<file path="src/design/crs_pkg.sv">
/*
  Package of the common register synchronizer: register map, timing
  constants, request carrier and state encoding.
  Assumes a single system clock of 125 MHz; the core clock is sampled.
*/
`default_nettype none
package crs_pkg;

  // ----------------------------------------------------------------------
  // Register map
  // ----------------------------------------------------------------------
  localparam int unsigned    NUM_REGS        = 8;     // Register slots
  localparam int unsigned    ADDR_W          = 3;     // Register index width
  localparam int unsigned    DATA_W          = 32;    // Register width
  localparam logic [2:0]     FIRST_CORE_REG  = 3'h2;  // Index 0..1 live in bus domain
  localparam logic [2:0]     FIRST_RSYNC_REG = 3'h6;  // Index 6..7 are read-synchronized
  localparam logic [31:0]    REG_RESET_VAL   = 32'h0000_0000; // Value after reset

  // ----------------------------------------------------------------------
  // Timing
  // ----------------------------------------------------------------------
  localparam int unsigned    SYS_CLK_MHZ     = 125;   // System clock rate
  localparam int unsigned    CORE_EDGES      = 6;     // Core edges per crossing
  localparam logic [2:0]     EDGE_CNT_RESET  = 3'h0;  // Edge counter after reset

  // ----------------------------------------------------------------------
  // Types
  // ----------------------------------------------------------------------
  typedef struct packed {
    logic              write;  // 1 = write, 0 = read
    logic [ADDR_W-1:0] index;  // Register index
    logic [DATA_W-1:0] wdata;  // Write data
  } crs_req_s;

  typedef enum logic [1:0] {
    CRS_IDLE,                  // No crossing in flight
    CRS_WSYNC,                 // Write crossing in flight, bus released
    CRS_RSYNC                  // Read crossing in flight, bus stalled
  } crs_state_e;

endpackage
`default_nettype wire

</file>
<file path="src/design/crs_sync.sv">
/*
  Common register synchronizer. One crossing engine serves every core
  register; bus-domain registers are reached directly.
  Assumes the bus master holds its request until bus_ready_o pulses and
  drops it in the cycle after. The core clock arrives as a plain input and
  is sampled by two flip-flops; its edges pace the crossing.
*/
`timescale 1ns/1ps
`default_nettype none
module crs_sync (
  input  wire logic                       sys_clk_i,                  // Bus clock, 125 MHz
  input  wire logic                       rst_b_i,                    // Async reset, active low
  input  wire logic                       peripheral_core_clock_i,    // Core clock, sampled
  input  wire logic                       bus_req_i,                  // Request pending
  input  wire crs_pkg::crs_req_s          bus_cmd_i,                  // Request contents
  input  wire logic [crs_pkg::DATA_W-1:0] core_rsync_val_i [2],       // Core-domain live values
  output logic                            bus_ready_o,                // Request done pulse
  output logic      [crs_pkg::DATA_W-1:0] bus_rdata_o,                // Read data
  output logic                            sync_in_progress_o,         // Write crossing busy
  output logic      [crs_pkg::DATA_W-1:0] core_reg_o [crs_pkg::NUM_REGS] // Registers as seen by core
);
  import crs_pkg::*;

  // ----------------------------------------------------------------------
  // Declarations
  // ----------------------------------------------------------------------
  logic [2:0]        clk_pipe;                  // Core clock sampler, bit 0 first
  logic              core_edge;                 // Core rising edge seen
  logic [DATA_W-1:0] rs_meta  [2];              // First sampler stage
  logic [DATA_W-1:0] rs_sync  [2];              // Second sampler stage
  crs_state_e        state;                     // Crossing engine state
  logic [2:0]        edge_cnt;                  // Core edges in this crossing
  logic              cross_done;                // Crossing completes this cycle
  logic [ADDR_W-1:0] sync_index;                // Register under crossing
  logic [DATA_W-1:0] sync_data;                 // Data being carried across
  logic [DATA_W-1:0] shadow   [NUM_REGS];       // Bus-side copies
  logic              take;                      // Request may be examined
  logic              is_core;                   // Request targets core domain
  logic              is_rsync;                  // Request targets read-sync register
  logic              start_w;                   // Begin write crossing
  logic              start_r;                   // Begin read crossing
  logic              answer_now;                // Complete request this cycle

  // ----------------------------------------------------------------------
  // Core clock sampling
  // ----------------------------------------------------------------------
  // Two flops before use; the third only delays for the edge compare
  always_ff @(posedge sys_clk_i or negedge rst_b_i) begin
    if (!rst_b_i) begin
      clk_pipe <= 3'h0;
    end else begin
      clk_pipe <= {clk_pipe[1:0], peripheral_core_clock_i};
    end
  end

  assign core_edge = clk_pipe[1] & ~clk_pipe[2];

  // Core live values: quasi-static while read, so a plain two-flop
  // sampler per word is enough; captured only after several core edges
  genvar g;
  generate
    for (g = 0; g < 2; g++) begin : g_rs
      always_ff @(posedge sys_clk_i or negedge rst_b_i) begin
        if (!rst_b_i) begin
          rs_meta[g] <= REG_RESET_VAL;
          rs_sync[g] <= REG_RESET_VAL;
        end else begin
          rs_meta[g] <= core_rsync_val_i[g];
          rs_sync[g] <= rs_meta[g];
        end
      end
    end
  endgenerate

  // ----------------------------------------------------------------------
  // Request decode
  // ----------------------------------------------------------------------
  // Ready high blocks a second take of the same request
  assign take     = bus_req_i & ~bus_ready_o;
  assign is_core  = (bus_cmd_i.index >= FIRST_CORE_REG);
  assign is_rsync = (bus_cmd_i.index >= FIRST_RSYNC_REG);

  // Only one crossing at a time, so any core write waits for idle
  assign start_w = take & (state == CRS_IDLE) & bus_cmd_i.write & is_core;
  // Read-sync read waits out a write crossing, then runs its own
  assign start_r = take & (state == CRS_IDLE) & ~bus_cmd_i.write & is_rsync;

  // Direct answers: bus registers always, plain core reads unless the
  // register is the one being written
  always_comb begin
    answer_now = 1'b0;
    if (take) begin
      if (!is_core) begin
        answer_now = 1'b1;
      end else if (bus_cmd_i.write) begin
        answer_now = start_w;
      end else if (!is_rsync) begin
        answer_now = !((state == CRS_WSYNC) && (sync_index == bus_cmd_i.index));
      end
    end
  end

  // ----------------------------------------------------------------------
  // Crossing engine
  // ----------------------------------------------------------------------
  // Done on the sixth sampled core edge: 5..6 core periods after start
  // plus the 2..3 bus cycles of sampling latency
  assign cross_done = (state != CRS_IDLE) & core_edge &
                      (edge_cnt == 3'(CORE_EDGES - 1));

  // State: engine runs even with identical clocks, no bypass path
  always_ff @(posedge sys_clk_i or negedge rst_b_i) begin
    if (!rst_b_i) begin
      state <= CRS_IDLE;
    end else begin
      case (state)
        CRS_IDLE: begin
          if (start_w) begin
            state <= CRS_WSYNC;
          end else if (start_r) begin
            state <= CRS_RSYNC;
          end
        end
        CRS_WSYNC, CRS_RSYNC: begin
          if (cross_done) begin
            state <= CRS_IDLE;
          end
        end
        default: begin
          state <= CRS_IDLE;
        end
      endcase
    end
  end

  // Edge counter, cleared at each start
  always_ff @(posedge sys_clk_i or negedge rst_b_i) begin
    if (!rst_b_i) begin
      edge_cnt <= EDGE_CNT_RESET;
    end else if (start_w || start_r || cross_done) begin
      edge_cnt <= EDGE_CNT_RESET;
    end else if ((state != CRS_IDLE) && core_edge) begin
      edge_cnt <= edge_cnt + 3'h1;
    end
  end

  // Latched target and payload
  always_ff @(posedge sys_clk_i or negedge rst_b_i) begin
    if (!rst_b_i) begin
      sync_index <= '0;
      sync_data  <= REG_RESET_VAL;
    end else if (start_w || start_r) begin
      sync_index <= bus_cmd_i.index;
      sync_data  <= bus_cmd_i.wdata;
    end
  end

  // Busy flag: write crossings only; drops as the crossing lands on the sixth sampled core edge
  always_ff @(posedge sys_clk_i or negedge rst_b_i) begin
    if (!rst_b_i) begin
      sync_in_progress_o <= 1'b0;
    end else if (start_w) begin
      sync_in_progress_o <= 1'b1;
    end else if (cross_done && (state == CRS_WSYNC)) begin
      sync_in_progress_o <= 1'b0;
    end
  end

  // ----------------------------------------------------------------------
  // Register storage
  // ----------------------------------------------------------------------
  // Bus registers written directly; core registers only when the crossing
  // lands, so core and shadow copies always agree
  generate
    for (g = 0; g < NUM_REGS; g++) begin : g_reg
      always_ff @(posedge sys_clk_i or negedge rst_b_i) begin
        if (!rst_b_i) begin
          shadow[g]     <= REG_RESET_VAL;
          core_reg_o[g] <= REG_RESET_VAL;
        end else if (g < FIRST_CORE_REG) begin
          if (take && bus_cmd_i.write && (bus_cmd_i.index == ADDR_W'(g))) begin
            shadow[g]     <= bus_cmd_i.wdata;
            core_reg_o[g] <= bus_cmd_i.wdata;
          end
        end else if (cross_done && (state == CRS_WSYNC) && (sync_index == ADDR_W'(g))) begin
          shadow[g]     <= sync_data;
          core_reg_o[g] <= sync_data;
        end
      end
    end
  endgenerate

  // ----------------------------------------------------------------------
  // Bus answer
  // ----------------------------------------------------------------------
  // Ready is low while stalled; a read crossing answers when it lands
  always_ff @(posedge sys_clk_i or negedge rst_b_i) begin
    if (!rst_b_i) begin
      bus_ready_o <= 1'b0;
      bus_rdata_o <= REG_RESET_VAL;
    end else if (cross_done && (state == CRS_RSYNC)) begin
      bus_ready_o <= 1'b1;
      bus_rdata_o <= rs_sync[sync_index[0]];
    end else if (answer_now) begin
      bus_ready_o <= 1'b1;
      bus_rdata_o <= bus_cmd_i.write ? REG_RESET_VAL : shadow[bus_cmd_i.index];
    end else begin
      bus_ready_o <= 1'b0;
    end
  end

endmodule
`default_nettype wire

</file>
<file path="config.mk">
export PLATFORM = sky130hd
export DESIGN_NAME = crs_sync
export DESIGN_NICKNAME = d
export VERILOG_FILES = /design/src/design/crs_pkg.sv /design/src/design/crs_sync.sv
export SDC_FILE = /design/constraint.sdc
export NUM_CORES = 1
export LEC_CHECK = 0
export BUFFER_PORTS_ARGS = -buffer_cell sky130_fd_sc_hd__buf_2
export CORE_MARGIN = 5
export CORE_UTILIZATION = 50
export CTS_CLUSTER_DIAMETER = 40
export DETAILED_ROUTE_END_ITERATION = 6
export HOLD_SLACK_MARGIN = 0.1
export PLACE_DENSITY = 0.74
export SLEW_MARGIN = 40
export SYNTH_ARGS = -nofsm -noshare
export SYNTH_HDL_FRONTEND = slang
export SYNTH_SLANG_ARGS = --single-unit
</file>
<file path="constraint.sdc">
create_clock -name sys_clk_i -period 2.5 [get_ports sys_clk_i]
set_clock_uncertainty 0.05 [all_clocks]
set_input_delay 0.125 -clock sys_clk_i [delete_from_list [all_inputs] [get_ports sys_clk_i]]
set_output_delay 0.125 -clock sys_clk_i [all_outputs]
set_load 0.02 [all_outputs]
</file>
; ---- Yosys cells after proc, flatten, opt, wreduce, memory -nomap -nowiden
; Index checks and enable logic that the tools add are counted.
[totals]
n_memories = 0
ram_bits = 0
regBits = 461
mem_bits_ro = 0
wordCells = 99
latch_bits = 0
[classes]
n_lt_le_gt_ge = 4
n_eq_ne = 13
n_bitwise = 14
mul = 0
reduce_logical = 24
add_sub_neg = 1
shifts = 0
div = 0
mux = 23
[ops]
columns = cell, count
row1 = 32-bit two-way mux, 8
row2 = 32-bit binary-select mux with 3-bit select, 1
row3 = 3-bit == test (second input constant), 5
row4 = 1-bit logical AND, 13
row5 = 1-bit bitwise AND, 9
row6 = 1-bit two-way mux, 8
row7 = 2-bit nonzero test, 4
row8 = 3-bit by 2-bit == test with 1-bit output (second input constant), 2
row9 = 2-bit two-way mux, 3
row10 = 3-bit two-way mux, 2
row11 = 4-bit >= comparator (second input constant), 1
row12 = 3-bit inverter with 4-bit output, 1
row13 = 2-bit one-hot mux with 2 select lines, 1
row14 = 3-bit by 1-bit adder with 3-bit output (second input constant), 1
row15 = 3-bit by 1-bit == test with 1-bit output (second input constant), 1
row16 = 3-bit == test, 1
row17 = 3-bit by 2-bit >= comparator with 1-bit output (second input constant), 1
row18 = 3-bit >= comparator (second input constant), 1
row19 = 3-bit zero test, 1
row20 = 3-bit inequality test (second input constant), 1
row21 = 1-bit inverter, 3
row22 = 2-bit by 1-bit == test with 1-bit output (second input constant), 1
row23 = 2-bit == test (second input constant), 1
row24 = 2-bit >= comparator (second input constant), 1
row25 = other kinds (7), 8

; ---- Logic depth before layout (Yosys ltp)
[logic_depth]
depth_word = 10
ltp_mapped = 8
mapped_depth_nobuf = 6

; ---- Worst setup path after synthesis
; No wires, ideal clock.
[synth_timing]
path_kind = reg2reg
startpoint = register state[0]
endpoint = register shadow[161] (netlist bit)
required_time_ns = 2.322
setup_ns = 0.128
synth_period_minus_slack_ns = 2.207
path_buffers = 2
path_stages_with_launch = 9
arrival_time_ns = 2.029
slack_ns = 0.293
path_cell_list = dfrtp_1 -> inv_1 -> ha_1 -> nor3b_4 -> nand3_1 -> or3_1 -> buf_2 -> buf_6 -> mux2_1
[synth_between]
elab_chain_len = 5
word_cells_on_any_way = 6
cone_classes = 1 x eq/ne / 2 x bitwise / 3 x reduce/logical
[synth_rtl]
columns = item, line
row1 = start: declaration, crs_sync.sv:31  ; crs_state_e state;
row2 = start signal: assignment, crs_sync.sv:114  ; state <= CRS_IDLE;
row3 = start signal: assignment, crs_sync.sv:119  ; state <= CRS_WSYNC;
row4 = start signal: assignment, crs_sync.sv:121  ; state <= CRS_RSYNC;
row5 = 2-bit nonzero test, crs_sync.sv:108  ; assign cross_done = (state != CRS_IDLE) & core_edge &
row6 = 1-bit bitwise AND (2 in a row), crs_sync.sv:108
row7 = 1-bit logical AND (*) (2 in a row), crs_sync.sv:185  ; end else if (cross_done && (state == CRS_WSYNC) && (sync_index == ADDR_W'(g))) begin
row8 = end signal: indexed assignment, crs_sync.sv:182  ; shadow[g] <= bus_cmd_i.wdata;
row9 = end signal: indexed assignment, crs_sync.sv:186  ; shadow[g] <= sync_data;
row10 = end: declaration, crs_sync.sv:36  ; logic [DATA_W-1:0] shadow [NUM_REGS];
; Every way passes the cells marked *; elsewhere a longest branch is shown, timed or not.
; A chain may end at the register's enable or synchronous reset.

; ---- Worst setup path after layout
[layout_timing]
startpoint = register state[0]
endpoint = register shadow[179] (netlist bit)
; Same word-level chain as after synthesis.

==> reports/results.tsv <==
stage	metric	value	unit
logic_synthesis	synth_compound_area_frac	0.0167	
setup_path	crit_path_top_delay_cell	or3_2	
setup_path	crit_chain	inv_1 -> ha_1 -> nor3b_4 -> nand3_1 -> or3_2 -> buf_12 -> mux2_1	
sta	grt_setup_unrepaired	no	
logic_synthesis	dominantRegCellSynth	dfrtp_1	
logic_synthesis	ys_seq_area_frac	0.634	
setup_path	worstSetupStartpointType	flip-flop	
drt	via_per_inst	5.61	
setup_path	critPathBufInv	2	
logic_synthesis	yosys.area_share.adder	0.00344	
layout	layout_common_cells	dfrtp_1, buf_2, mux2_2, dlygate4sd3_1	
min_path	hold_depth	2	
floorplanning	die_y	201	µm
setup_path	required	2900	ps
sta	setup_violations	0	
clocking	clock_path_buffers	3	
setup_path	worstReg2RegEnd	shadow[179]	
place	dpl_cell_area	21200	µm²
layout	final_nets	1754	
logic_synthesis	yosys.area_share.simple	0.0112	
drt	vias	12100	
logic_synthesis	yosysUniqueCellTypes	38	
run_status	status	completed	
logic_synthesis	ys_seq_elements	461	
setup_path	worstPathMaxFanout	28	
logic_synthesis	syn_inst	1071	
clocking	clkTransAtPathRegs	70	ps
sta	worst_pin_slew	659	ps
sta	post-route-period-util	0.939	
setup_path	worstSetupPathType	reg2reg	
clocking	ctsResizeCount	0	
job	max-cap-violations	0	
clocking	cts_buffers	57	
layout	final_area	24500	µm²
floorplanning	floorplan.core_area	35700	µm²
setup_path	crit_family	simple AND/OR/NAND/NOR gates	
sta	holdWs	129	ps
clocking	tritoncts	built	
floorplanning	die_area	40300	µm²
pwr	p_leak	0.0125	µW
setup_path	crit_path_max_incr_delay	510	ps
global_routing	grt_max_degree	83	
place	dp_hpwl	35600	µm
floorplanning	die_w	201	µm
sta	fin_crit	2350	ps
setup_path	ff2ff_path_depth	7	
min_path	hold_end	rs_meta[29]	
clocking	cts.sinks	461	
clocking	htree_levels	2	
pwr	p_per_area	866	nW/µm²
min_path	hold_path_startpoint	core_rsync_val_i[29]	
sta	slew_headroom	0.561	
floorplanning	top_level_ports	394	
floorplanning	rows	69	
place	gp_congestion	0.859	
place	io_buffers	393	
global_routing	first_global_vias	13300	
logic_synthesis	muxShareOfSynthArea	0.314	
drt	drc	0	
pwr	vdd_drop_max	0.783	mV
logic_synthesis	syn_area	18200	µm²
drt	postRouteWirelength	53800	µm
logic_synthesis	synth_top_family_by_area	multiplexers	
setup_path	r2r_start	state[0]	
drt	wl_per_cell	25.0	µm
setup_path	reg2reg_setup_slack	150	ps
setup_path	crit_path_end_kind	flip-flop	
sta	slew_viol_final	0	
sta	hold_viol	0	
global_routing	overflow	0	
drt	ant_nets	0	
sta	fmax	0.426	GHz
clocking	clk_latency	600	ps
drt	drt_iter0_drc	505	
sta	fin_setup_tns	0	ps
logic_synthesis	yosysWarnings	0	
layout	final_common_cell	dfrtp_1	
logic_synthesis	synthArstFlopShare	1.00	
min_path	hold_path.class	in2reg	
logic_synthesis	syn_nets	1180	
logic_synthesis	synth_xor_area_frac	0.00144	
layout	layout-drive-gt1-share	0.542	
logic_synthesis	synth_edf_count	0	
layout	area_delta_synth_final	34.8	%
drt	drtPass1Iterations	5	
setup_path	arrival	2750	ps
global_routing	grt_pass1_wl	83400	µm
global_routing	antenna_found_initial	2	
floorplanning	start_util	0.509	
clocking	root_buffer	clkbuf_16	
global_routing	grtUsageTotal	0.269	
logic_synthesis	synth.avg_cell_area	17.0	µm²
how the worst max path moves through the flow:
stage | start | depth (start not counted) | to
CTS | state[0] | 7 | shadow[179]
global placement | state[0] | 7 | shadow[184]
global route | state[0] | 7 | shadow[170]
finish | state[0] | 7 | shadow[179]
detailed placement | state[0] | 7 | shadow[181]
floorplan | state[0] | 8 | shadow[161]
cell families after synthesis:
logic type,after synthesis
flops,461
compound gates,49
fa+ha+maj,5
buf+inv,69
xor+xnor,3
simple gates,33
mux,451
cells in the mapped netlist, types with 2 or more instances:
cell type,n,share of area
mux4_2,64,0.079
nand4_1,2,0.00069
mux2_2,289,0.18
and3_1,2,0.00069
o22ai_1,32,0.011
buf_1,8,0.0017
buf_4,3,0.0012
a21oi_1,6,0.0017
nor3_2,2,0.0011
buf_6,4,0.0025
buf_2,36,0.0099
xor2_1,3,0.0014
nor3_1,2,0.00055
ha_1,5,0.0034
clkbuf_1,12,0.0025
mux2_1,34,0.021
mux2i_1,64,0.035
inv_1,6,0.0012
a21o_1,2,0.00082
dfrtp_1,461,0.63
nor2_1,7,0.0014
nand3_1,3,0.00082
o21ai_0,5,0.0014
nand2_1,5,0.0010
metrics by stage:
step,total power [µW],util,cells,worst slack (ps)
after floorplan,11000,-,1071,293
final,21200,0.686,2156,152
after global routing,22100,0.686,2156,35.3
after detailed placement,12500,0.592,1916,204
after global placement,12400,0.592,1916,234
after CTS,21300,0.686,2154,169
worst register-to-register path, stage by stage (launching register included):
cell	delay (ps)
dfrtp_1	370
inv_1	70
ha_1	280
nor3b_4	240
nand3_1	120
or3_2	510
buf_12	220
mux2_1	340
cell type report:
type                            count  area, µm²
Fill cell                        2365      11200
Tap cell                          461        577
Clock inverter                     42        532
Timing Repair Buffer              578       3970
Multi-Input combinational cell    541       6370
Inverter                            6       22.5
Sequential cell                   461      11500
Clock buffer                       65       1510
Antenna cell                        2       5.00
per-layer routing:
metal  vias to the layer above  global-route usage  share of wire
met4                         0              0.0969          0.035
met2                       486               0.447           0.50
met1                      6380               0.343           0.39
met5                         -                   0              0
met3                        98              0.0733          0.077
li1                       5132                   -              -
flip-flops by register name, summed over array words and instances, names as in the netlist:
name and cells:
clk_pipe 3, sync_index 3, edge_cnt 3, core_reg_o 64, bus_ready_o 1, bus_rdata_o 32
shadow 192, sync_in_progress_o 1, rs_sync 64, rs_meta 64, state 2, sync_data 32
power by group:
part	total [µW]	internal [µW]	switching, µW
logic	3390	1580	1810
clock network	8680	5250	3430
registers	9160	8270	893
repair_timing:
action                                 in CTS  in global routing
setup buffers                               0                  0
endpoints found under the hold margin     592                  0
hold buffers                              131                  0
Note: power is estimated with default switching activity, not from simulation.
